**src/chrc_pkg.sv**
```systemverilog
package chrc_pkg;

    // CSR address of the power management control register.
    localparam logic [11:0] CHRC_PMC_ADDR      = 12'h7C6;
    // Field positions and reset values.
    localparam int          CHRC_PMC_HALT_BIT  = 0;
    localparam int          CHRC_PMC_HIE_BIT   = 1;
    localparam logic        CHRC_PMC_HIE_RESET = 1'h1;
    // Cycles the core pipeline needs to drain before a graceful halt is reported.
    localparam int          CHRC_QUIESCE_NS     = 100;
    localparam int          CHRC_CLK_NS         = 20;
    localparam int          CHRC_QUIESCE_CYC    = (CHRC_QUIESCE_NS + CHRC_CLK_NS - 1) / CHRC_CLK_NS;
    localparam logic [3:0]  CHRC_QUIESCE_CYC_W  = 4'(CHRC_QUIESCE_CYC);

    // Activity states, Gray coded along run -> quiesce -> power halt.
    typedef enum logic [1:0] {
        CHRC_RUNNING   = 2'h0,
        CHRC_QUIESCE   = 2'h1,
        CHRC_PWR_HALT  = 2'h3,
        CHRC_DBG_HALT  = 2'h2
    } chrc_state_t;

    // CSR access from the core pipeline.
    typedef struct packed {
        logic        wr_en;
        logic        rd_en;
        logic [11:0] addr;
        logic [31:0] wdata;
    } chrc_csr_req_t;

    // Wake-up sources seen while power halted.
    typedef struct packed {
        logic pmu_run;
        logic irq_top;
        logic timer;
        logic int_timer;
        logic nmi;
    } chrc_wake_t;

endpackage : chrc_pkg

```
**src/chrc_core_halt_ctrl.sv**
```systemverilog
`timescale 1ns/1ps
// What this block does
// - Leave debug halt only after both debugger and multi-core controller released it.
// - Acknowledge multi-core halt even when already debug halted.
// - Multi-core run during a busy debugger operation keeps the core halted.
// - Debugger resume with multi-core halt outstanding keeps in-debug asserted.
// - Enter running, drop in-debug, then acknowledge the run request.
// - Power halt wakes on run request, top irq, timers or NMI.
// - Firmware halt quiesces the core before reporting graceful halt.
// - DMA stays serviced in both halted states.
// - Halted core ignores lower irqs; top irq needs both enables.
// - Pending irqs are serviced once running again.
// - Reserved control bits read zero; writes ignored.
// - Writing halt bit starts power halt; reads zero; ignored in debug.
// - Halt-irq-enable resets to one and sets global enable on a firmware halt.
// - Writing only halt-irq-enable leaves global enable unchanged.
// - Global enable set on halt entry stays set after exit.
// - In debug, halt-irq-enable writes never change the global enable.
// - Multi-core run uses a four-phase request and acknowledge handshake.
// - Start-state input selects running or debug halted out of reset.
module chrc_core_halt_ctrl (
    // Clock and reset.
    input  wire logic                    clock,
    input  wire logic                    reset,
    // Start state, already synchronous to the core clock.
    input  wire logic                    reset_run_req,
    // CSR port from the pipeline.
    input  wire chrc_pkg::chrc_csr_req_t csr_req,
    output logic [31:0]                  csr_rdata,
    output logic                         csr_hit,
    // Core debugger.
    input  wire logic                    dbg_halt_req,
    input  wire logic                    dbg_resume_req,
    input  wire logic                    dbg_busy,
    // Multi-core debug controller.
    input  wire logic                    mc_halt_req,
    output logic                         mc_halt_ack,
    input  wire logic                    mc_run_req,
    output logic                         mc_run_ack,
    output logic                         debug_mode_status,
    // Power unit and wake sources.
    input  wire logic                    pmu_halt_req,
    input  wire chrc_pkg::chrc_wake_t    wake,
    input  wire logic                    irq_pending,
    input  wire logic                    pipe_idle,
    // Interrupt enables of the core.
    input  wire logic                    meie,
    input  wire logic                    mie_in,
    input  wire logic                    mie_wr_en,
    input  wire logic                    mie_wr_val,
    output logic                         mie,
    // Core activity.
    output logic                         core_run,
    output logic                         core_halted,
    output logic                         irq_take,
    output logic                         dma_enable
);
    import chrc_pkg::*;

    chrc_state_t state_q;
    chrc_state_t state_d;
    logic        hie_q;
    logic        hie_d;
    logic        mie_q;
    logic        mie_d;
    logic        run_ack_q;
    logic        run_ack_d;
    logic        halt_ack_q;
    logic        halt_ack_d;
    logic        started_q;
    logic [3:0]  quiesce_cnt_q;
    logic [3:0]  quiesce_cnt_d;
    logic [31:0] rdata_q;
    logic [31:0] rdata_d;

    logic dbg_owner;
    logic mc_owner;
    logic exit_ok;
    logic in_debug;
    logic pmc_sel;
    logic pmc_wr;
    logic fw_halt;
    logic halt_start;
    logic wake_any;
    logic quiesced;

    // Shared decode of the register address.
    function automatic logic pmc_match(input logic [11:0] a);
        pmc_match = (a == CHRC_PMC_ADDR);
    endfunction : pmc_match

    chrc_debug_arb u_arb (
        .clock          (clock),
        .reset          (reset),
        .dbg_halt_req   (dbg_halt_req),
        .dbg_resume_req (dbg_resume_req),
        .dbg_busy       (dbg_busy),
        .mc_halt_req    (mc_halt_req | (~started_q & ~reset_run_req)),
        .mc_run_req     (mc_run_req),
        .in_debug       (in_debug),
        .dbg_owner      (dbg_owner),
        .mc_owner       (mc_owner),
        .exit_ok        (exit_ok)
    );

    // Register decode and write strobes.
    assign in_debug   = (state_q == CHRC_DBG_HALT);
    assign pmc_sel    = pmc_match(csr_req.addr);
    assign pmc_wr     = csr_req.wr_en & pmc_sel;
    assign fw_halt    = pmc_wr & csr_req.wdata[CHRC_PMC_HALT_BIT] & ~in_debug;
    assign halt_start = (state_q == CHRC_RUNNING) & (fw_halt | pmu_halt_req);
    assign quiesced   = pipe_idle & (quiesce_cnt_q == 4'h0);

    // Top irq wakes only with both enables; lower irqs are not looked at here.
    assign wake_any = wake.pmu_run | (wake.irq_top & mie_q & meie) | wake.timer
                    | wake.int_timer | wake.nmi;

    // Halt-enable stores any written value; reserved bits are never stored.
    assign hie_d = pmc_wr ? csr_req.wdata[CHRC_PMC_HIE_BIT] : hie_q;

    // Global enable: atomic set only on a real halt start, never from a debug write.
    always_comb begin
        mie_d = mie_q;
        if (mie_wr_en) begin
            mie_d = mie_wr_val;
        end else if (mie_in != mie_q && !halt_start) begin
            mie_d = mie_in;
        end
        // A debug halt in the same cycle wins over the power halt. The enable must not
        // change then, because no halt transition takes place.
        if (fw_halt && halt_start && !dbg_halt_req && !mc_halt_req && hie_d) begin
            mie_d = 1'b1;
        end
    end

    // Activity state machine.
    always_comb begin
        state_d       = state_q;
        quiesce_cnt_d = quiesce_cnt_q;
        case (state_q)
            CHRC_RUNNING: begin
                if (dbg_halt_req || mc_halt_req) begin
                    state_d = CHRC_DBG_HALT;
                end else if (halt_start) begin
                    state_d       = CHRC_QUIESCE;
                    quiesce_cnt_d = CHRC_QUIESCE_CYC_W;
                end
            end
            CHRC_QUIESCE: begin
                if (quiesce_cnt_q != 4'h0) begin
                    quiesce_cnt_d = quiesce_cnt_q - 4'h1;
                end
                // A debug halt during the drain goes straight to debug halt, so its ack is not lost.
                if (dbg_halt_req || mc_halt_req) begin
                    state_d = CHRC_DBG_HALT;
                end else if (quiesced) begin
                    state_d = CHRC_PWR_HALT;
                end
            end
            CHRC_PWR_HALT: begin
                if (dbg_halt_req || mc_halt_req) begin
                    state_d = CHRC_DBG_HALT;
                end else if (wake_any) begin
                    state_d = CHRC_RUNNING;
                end
            end
            CHRC_DBG_HALT: begin
                if (exit_ok && !dbg_halt_req && !mc_halt_req) begin
                    state_d = CHRC_RUNNING;
                end
            end
            default: begin
                state_d = CHRC_RUNNING;
            end
        endcase
    end

    // Halt ack follows the request, also when already halted by the debugger.
    assign halt_ack_d = mc_halt_req & (in_debug | (state_d == CHRC_DBG_HALT));
    // Run ack rises only a cycle after running, held until the request drops.
    assign run_ack_d  = mc_run_req & (state_q == CHRC_RUNNING) & ~debug_mode_status;

    // Read data from a register; reserved bits and the halt bit read zero.
    always_comb begin
        rdata_d = 32'h0;
        if (csr_req.rd_en && pmc_sel) begin
            rdata_d[CHRC_PMC_HIE_BIT] = hie_q;
        end
    end

    // Start state: sampled once at the first edge after reset release.
    always_ff @(posedge clock or posedge reset) begin
        if (reset) begin
            started_q <= 1'b0;
        end else begin
            started_q <= 1'b1;
        end
    end

    // Main state registers.
    always_ff @(posedge clock or posedge reset) begin
        if (reset) begin
            state_q       <= CHRC_RUNNING;
            quiesce_cnt_q <= 4'h0;
        end else if (!started_q) begin
            state_q       <= reset_run_req ? CHRC_RUNNING : CHRC_DBG_HALT;
            quiesce_cnt_q <= 4'h0;
        end else begin
            state_q       <= state_d;
            quiesce_cnt_q <= quiesce_cnt_d;
        end
    end

    // Control register and handshake flops.
    always_ff @(posedge clock or posedge reset) begin
        if (reset) begin
            hie_q      <= CHRC_PMC_HIE_RESET;
            mie_q      <= 1'b0;
            run_ack_q  <= 1'b0;
            halt_ack_q <= 1'b0;
            rdata_q    <= 32'h0;
        end else begin
            hie_q      <= hie_d;
            mie_q      <= mie_d;
            run_ack_q  <= run_ack_d;
            halt_ack_q <= halt_ack_d;
            rdata_q    <= rdata_d;
        end
    end

    // Status outputs. Debug status drops the cycle the core runs, ack comes a cycle later.
    always_comb begin
        debug_mode_status = in_debug | ~started_q;
    end

    assign mc_run_ack  = run_ack_q;
    assign mc_halt_ack = halt_ack_q;
    assign csr_rdata   = rdata_q;
    assign csr_hit     = pmc_sel & (csr_req.rd_en | csr_req.wr_en);
    assign mie         = mie_q;
    assign core_run    = (state_q == CHRC_RUNNING) & started_q;
    assign core_halted = (state_q == CHRC_PWR_HALT) | in_debug;
    // Interrupts are only taken while running; pending ones wait for the return.
    assign irq_take    = core_run & irq_pending & mie_q & meie;
    // DMA keeps running whatever the activity state.
    assign dma_enable  = 1'b1;

    // Unused dbg and mc owner status is kept for debug visibility.
    logic owners_unused;
    assign owners_unused = dbg_owner & mc_owner;

endmodule : chrc_core_halt_ctrl

```
**src/chrc_debug_arb.sv**
```systemverilog
`timescale 1ns/1ps
module chrc_debug_arb (
    // Clock and reset.
    input  wire logic clock,
    input  wire logic reset,
    // Debug requests.
    input  wire logic dbg_halt_req,
    input  wire logic dbg_resume_req,
    input  wire logic dbg_busy,
    input  wire logic mc_halt_req,
    input  wire logic mc_run_req,
    input  wire logic in_debug,
    // Owner status.
    output logic      dbg_owner,
    output logic      mc_owner,
    output logic      exit_ok
);
    import chrc_pkg::*;

    logic dbg_owner_q;
    logic dbg_owner_d;
    logic mc_owner_q;
    logic mc_owner_d;

    // Each party holds the core halted until it releases it; halt wins a same-cycle release.
    assign dbg_owner_d = dbg_halt_req | (dbg_owner_q & ~(dbg_resume_req & ~dbg_busy));
    assign mc_owner_d  = mc_halt_req | (mc_owner_q & ~mc_run_req & in_debug);
    // Leaving needs both owners released, in any order.
    assign exit_ok     = ~dbg_owner_q & ~mc_owner_q;

    always_ff @(posedge clock or posedge reset) begin
        if (reset) begin
            dbg_owner_q <= 1'b0;
            mc_owner_q  <= 1'b0;
        end else begin
            dbg_owner_q <= dbg_owner_d;
            mc_owner_q  <= mc_owner_d;
        end
    end

    assign dbg_owner = dbg_owner_q;
    assign mc_owner  = mc_owner_q;

endmodule : chrc_debug_arb

```
**config.mk**
```make
export PLATFORM = sky130hd
export DESIGN_NAME = chrc_core_halt_ctrl
export DESIGN_NICKNAME = d
export VERILOG_FILES = /design/src/chrc_pkg.sv /design/src/chrc_core_halt_ctrl.sv /design/src/chrc_debug_arb.sv
export SDC_FILE = /design/constraint.sdc
export NUM_CORES = 1
export LEC_CHECK = 0
export BUFFER_PORTS_ARGS = -buffer_cell sky130_fd_sc_hd__buf_2
export CAP_MARGIN = 5
export CORE_MARGIN = 1
export CORE_UTILIZATION = 30
export CTS_CLUSTER_SIZE = 28
export DETAILED_ROUTE_END_ITERATION = 10
export PLACE_DENSITY = 0.67
export SETUP_SLACK_MARGIN = 0.3
export SKIP_LAST_GASP = 1
export SYNTH_ARGS = -nofsm -noshare
export SYNTH_HDL_FRONTEND = slang
export SYNTH_HIERARCHICAL = 1
export SYNTH_SLANG_ARGS = --single-unit
```
**constraint.sdc**
```tcl
create_clock -name clock -period 2.2 [get_ports clock]
set_input_delay 0.11 -clock clock [delete_from_list [all_inputs] [get_ports clock]]
set_output_delay 0.11 -clock clock [all_outputs]
set_load 0.1 [all_outputs]
```
# Yosys cells after proc, flatten, opt, wreduce, memory -nomap -nowiden
# Cells that the tools add are included.
word_totals:
  word_cells: 100
  ff_bits: 14
  input_bits: 66
  out_inout_bits: 41
op_classes:
  bitwise: 42
  n_mux: 20
  addsub: 1
  n_eq_ne: 10
  n_reduce_logical: 17
ops:
  columns: ["op", "count"]
  rows:
  - ["$and A1 B1 Y1", 21]
  - ["$mux W2", 9]
  - ["$mux W4", 4]
  - ["$eq A12 B11 Y1 const B", 1]
  - ["$or A1 B1 Y1", 12]
  - ["$ne A3 B3 Y1 const B", 3]
  - ["$not A1 Y1", 9]
  - ["$logic_and A1 B1 Y1", 8]
  - ["$pmux W2 S4", 1]
  - ["$pmux W4 S2", 1]
  - ["$eq A2 B2 Y1 const B", 3]
  - ["$mux W1", 5]
  - ["$logic_not A4 Y1", 1]
  - ["$reduce_and A4 Y1", 1]
  - ["$reduce_bool A4 Y1", 1]
  - ["$sub A4 B1 Y4 const B", 1]
  - ["$logic_not A1 Y1", 3]
  - ["$ne A3 B1 Y1 const B", 1]
  - ["$reduce_bool A3 Y1", 1]
  - ["$eq A2 B1 Y1 const B", 1]
  - ["$logic_not A2 Y1", 1]
  - ["$logic_or A1 B1 Y1", 1]
  - ["$ne A1 B1 Y1", 1]

# Logic depth before layout (Yosys ltp)
depth:
  depth_word: 12
  depth_mapped: 6
  ltp_nobuf: 6

# By module
# Netlist, hierarchy kept.
modules_own_cells:
  columns: ["mod", "cells_each", "area_each_um2", "seq_area_each_um2", "n_inst"]
  rows:
  - ["chrc_core_halt_ctrl", 118, 1099.8, 301.5, 1]
  - ["chrc_debug_arb", 8, 83.8, 50.0, 1]

# Least setup slack after synthesis
# Ideal clock, no wire load.
synth_timing:
  path_kind: "flip-flop to output port"
  startpoint: "reg state_q[1]"
  endpoint: "out irq_take"
  slack_ns: -1.590
  t_required_ns: 2.090
  path_stages_with_launch: 4
  path_buffers: 1
  arrival_time_ns: 3.680
  path_cell_list: "dfrtp_1 -> buf_4 -> nor3_1 -> and4_1"
synth_between:
  elab_chain_len: 5
synth_lines:
  columns: ["element", "line", "rtl"]
  rows:
  - ["from (decl)", "chrc_core_halt_ctrl.sv:60", "chrc_state_t state_q;"]
  - ["from (signal assigned)", "chrc_core_halt_ctrl.sv:206", "state_q <= reset_run_req ? CHRC_RUNNING : CHRC_DBG_HALT;"]
  - ["from (signal assigned)", "chrc_core_halt_ctrl.sv:209", "state_q <= state_d;"]
  - ["$logic_not A2 Y1", "chrc_core_halt_ctrl.sv:241", "assign core_run = (state_q == CHRC_RUNNING) & started_q;"]
  - ["$and A1 B1 Y1", "chrc_core_halt_ctrl.sv:241", null]
  - ["net core_run", "chrc_core_halt_ctrl.sv:53", "output logic core_run,"]
  - ["$and A1 B1 Y1 (3 in a row)", "chrc_core_halt_ctrl.sv:244", "assign irq_take = core_run & irq_pending & mie_q & meie;"]
  - ["to (decl)", "chrc_core_halt_ctrl.sv:55", "output logic irq_take,"]
# The timed path passes the listed nets, and every way through them passes these cells.

# Final worst setup path
layout_timing:
  startpoint: "reg started_q"
  endpoint: "out irq_take"
layout_between:
  elab_chain_len: 4
layout_lines:
  columns: ["element", "line", "rtl"]
  rows:
  - ["from (decl)", "chrc_core_halt_ctrl.sv:70", "logic started_q;"]
  - ["from (signal assigned)", "chrc_core_halt_ctrl.sv:194", "started_q <= 1'b0;"]
  - ["from (signal assigned)", "chrc_core_halt_ctrl.sv:196", "started_q <= 1'b1;"]
  - ["$and A1 B1 Y1", "chrc_core_halt_ctrl.sv:241", null]
  - ["$and A1 B1 Y1 (3 in a row)", "chrc_core_halt_ctrl.sv:244", null]
# No other way between the ends.

==> impl_metrics.csv <==
group,metric,value,unit
status,status,"completed",
critical_path,endpoint_kind,"output pin",
logic_synthesis,synth_top_area_cell,"dfrtp_1",
clock_tree,insertion_delay,0.25,ns
logic_synthesis,yosysTopAreaCellShare,27.5,%
sta,finalSetupTns,0,ns
power_and_ir_drop,p_leak,0.688,nW
sta,finalSetupViolations,0,
logic_synthesis,syn_area_per_cell,9.39,sq um
layout,final_core_util,37.0,%
placed_design,post-place-ws,0.500,ns
logic_synthesis,syn_inst,126,
critical_path,cp_data_required_time,2.09,ns
logic_synthesis,ys.warnings.count,6,
floorplanning,die_h,64.8,um
layout,final_cell_mix,"buf_2, conb_1, dfrtp_1",
clock_tree,clk_pin_slew,0.06,ns
floorplanning,io_pins,107,
floorplanning,fp.coreArea,3720,sq um
critical_path,crit_path_max_fanout,9,
critical_path,arrival,1.64,ns
floorplanning,rows,22,
critical_path,slowest_delay,0.51,ns
layout,area_growth_syn_to_layout,16.1,%
worst_hold_path,holdPathStages,2,
floorplanning,dieArea,4200,sq um
sta,fin_crit_sh,79.3,%
sta,rsz0062_at_grt,"false",
logic_synthesis,ys_top_cells_by_area,"dfrtp_1, buf_4, nand4bb_4, nor4_4, inv_1",
placed_design,portBuffers,44,
grt,grt_max_degree,13,
placed_design,place_hpwl,1.86,mm
sta,hold_violations,0,
sta,max_freq,573,MHz
power_and_ir_drop,cellPowerDensity,661,nW/um^2
layout,antenna_cells,0,
critical_path,path_class,"flop to output pin",
power_and_ir_drop,peakVddDrop,217,uV
clock_tree,cts_made_buffers,3,
drt,drt_iter0_markers,15,
logic_synthesis,synth_cell_types,41,
logic_synthesis,synth_top_flop_cell,"dfrtp_1",
layout,fin_nets,238,
clock_tree,ctsLongestPathBuffers,2,
run,cap_violations,0,
drt,drtAntennaViolNets,0,
drt,vias,953,
logic_synthesis,synthesis.area,1180,sq um
sta,layout_setup_ws,0.454,ns
grt,track_usage,11.4,%
drt,drt_first_pass_iters,4,
sta,drv_slew,0,
drt,routedWlPerCell,10.5,um
sta,finClkSkew,0.00266,ns
grt,grt_pass1_wl,3.67,mm
logic_synthesis,synth_seq_area_share,29.7,%
layout,fillers,390,
floorplanning,dieWidth,64.8,um
clock_tree,h-tree-depth,1,
clock_tree,clock-sinks,14,
grt,overflow,0,
critical_path,path_cells,"inv_1 > nor3_4 > and4_4 > clkbuf_4",
clock_tree,cts_setup_buffers,0,
sta,fin_crit,1.75,ns
layout,drive_gt1_share,35.5,%
critical_path,reg2regPathDepth,5,
critical_path,r2r_setup_slack,0.48,ns
worst_hold_path,holdCritPathClass,"primary input to flop",
drt,route.detailed.drc,0,
drt,routed_via_density,4.39,
grt,grt_pass1_vias,820,
logic_synthesis,async_reset_ff_share,100,%
critical_path,start_kind,"flop",
logic_synthesis,synth_edf_count,0,
critical_path,slowest_stage,"dfrtp_1",
clock_tree,clock-root-buffer,"clkbuf_8",
grt,antenna_found_initial,0,
layout,final_common_cell,"buf_2",
logic_synthesis,synth-seq-cells,14,
floorplanning,start_util,31.9,%
clock_tree,cts_tree,"built",
placed_design,gp_congestion,0.819,
drt,routed_wl,2.29,mm
## final cells by class
cell class / count / area (sq um) / share of cell area [%]
sequential: 14 / 352 / 25.6
multi-input combinational: 97 / 651 / 47.4
inverter: 9 / 33.8 / 2.46
timing repair buffer: 45 / 233 / 16.9
clock buffer: 4 / 45.0 / 3.28
tap: 48 / 60.1 / 4.37
## final timing paths
path / end / from
min: state_q[1] / reset_run_req
max in group asynchronous: hie_q / reset
min in group asynchronous: u_arb/dbg_owner / reset
min reg2reg: u_arb/mc_owner / u_arb/mc_owner
max reg2reg: quiesce_cnt_q[2] / quiesce_cnt_q[0]
max: irq_take / started_q
## power by group
part           switching, mW  total (mW)  internal, mW
clock network         0.0931       0.221         0.128
registers             0.0163       0.285         0.268
logic                  0.345       0.402        0.0572
## cell families after synthesis
family	count (synthesis)	share of synthesized area (%)
other	2	0.634
DFF	14	29.7
adders and majority gates	2	2.11
and+or+nand+nor	34	22.5
xor gates and xnor gates	1	0.740
buffers and inverters	46	26.3
muxes	2	1.90
AOI/OAI and AO/OA	25	16.1
## sequential cells by signal, summed over array words and instances, names as in the netlist
signal	cells
quiesce_cnt_q	4
state_q	2
csr_rdata	1
hie_q	1
mc_halt_ack	1
mc_run_ack	1
mie	1
started_q	1
u_arb/dbg_owner	1
u_arb/mc_owner	1
## layer usage
layer  GRT usage, %  up-vias  part of all wire [%]
met5              0        -                     0
met4           6.39        0                   2.7
met3           2.11        6                   4.9
met2           18.9       40                    52
met1           13.7      443                    40
li1               -      464                     -
## per-stage QoR
step	std cells	area [sq um]	total power [mW]	hold WS, ns
after floorplan	157	1310	0.682	-0.149
after global placement	212	1320	0.689	-0.0289
after detailed placement	212	1320	0.690	-0.0257
after CTS	217	1370	0.916	0.0446
after global routing	217	1370	0.946	0.0476
final	217	1370	0.908	0.0478
## cells in the mapped netlist, drive strengths merged (2+ instances only)
library cell / number
nor4: 3
clkbuf: 2
dfrtp: 13
conb: 2
o21ai: 4
nand2: 7
and3: 3
o41ai: 2
a21oi: 2
nand3: 2
buf: 35
ha: 2
nand2b: 2
o21a: 4
nand4b: 2
nor3: 4
nor2: 5
o211ai: 2
inv: 9
mux2: 2
a31oi: 2
nand4bb: 2
## worst max-delay path: cells and delay by family, from the launching register on
kind,cells,cell delay [ns]
DFF,1,0.51
buffers and inverters,2,0.49
and+or+nand+nor,2,0.39
## what timing repair did
| action | in CTS | in global routing |
|---|---|---|
| hold buffers | 1 | 0 |
| endpoints found under the hold margin | 13 | 0 |
| setup endpoints to repair | 0 | 1 |
| resized for setup | 0 | 1 |
(Power assumes the default switching activity.)
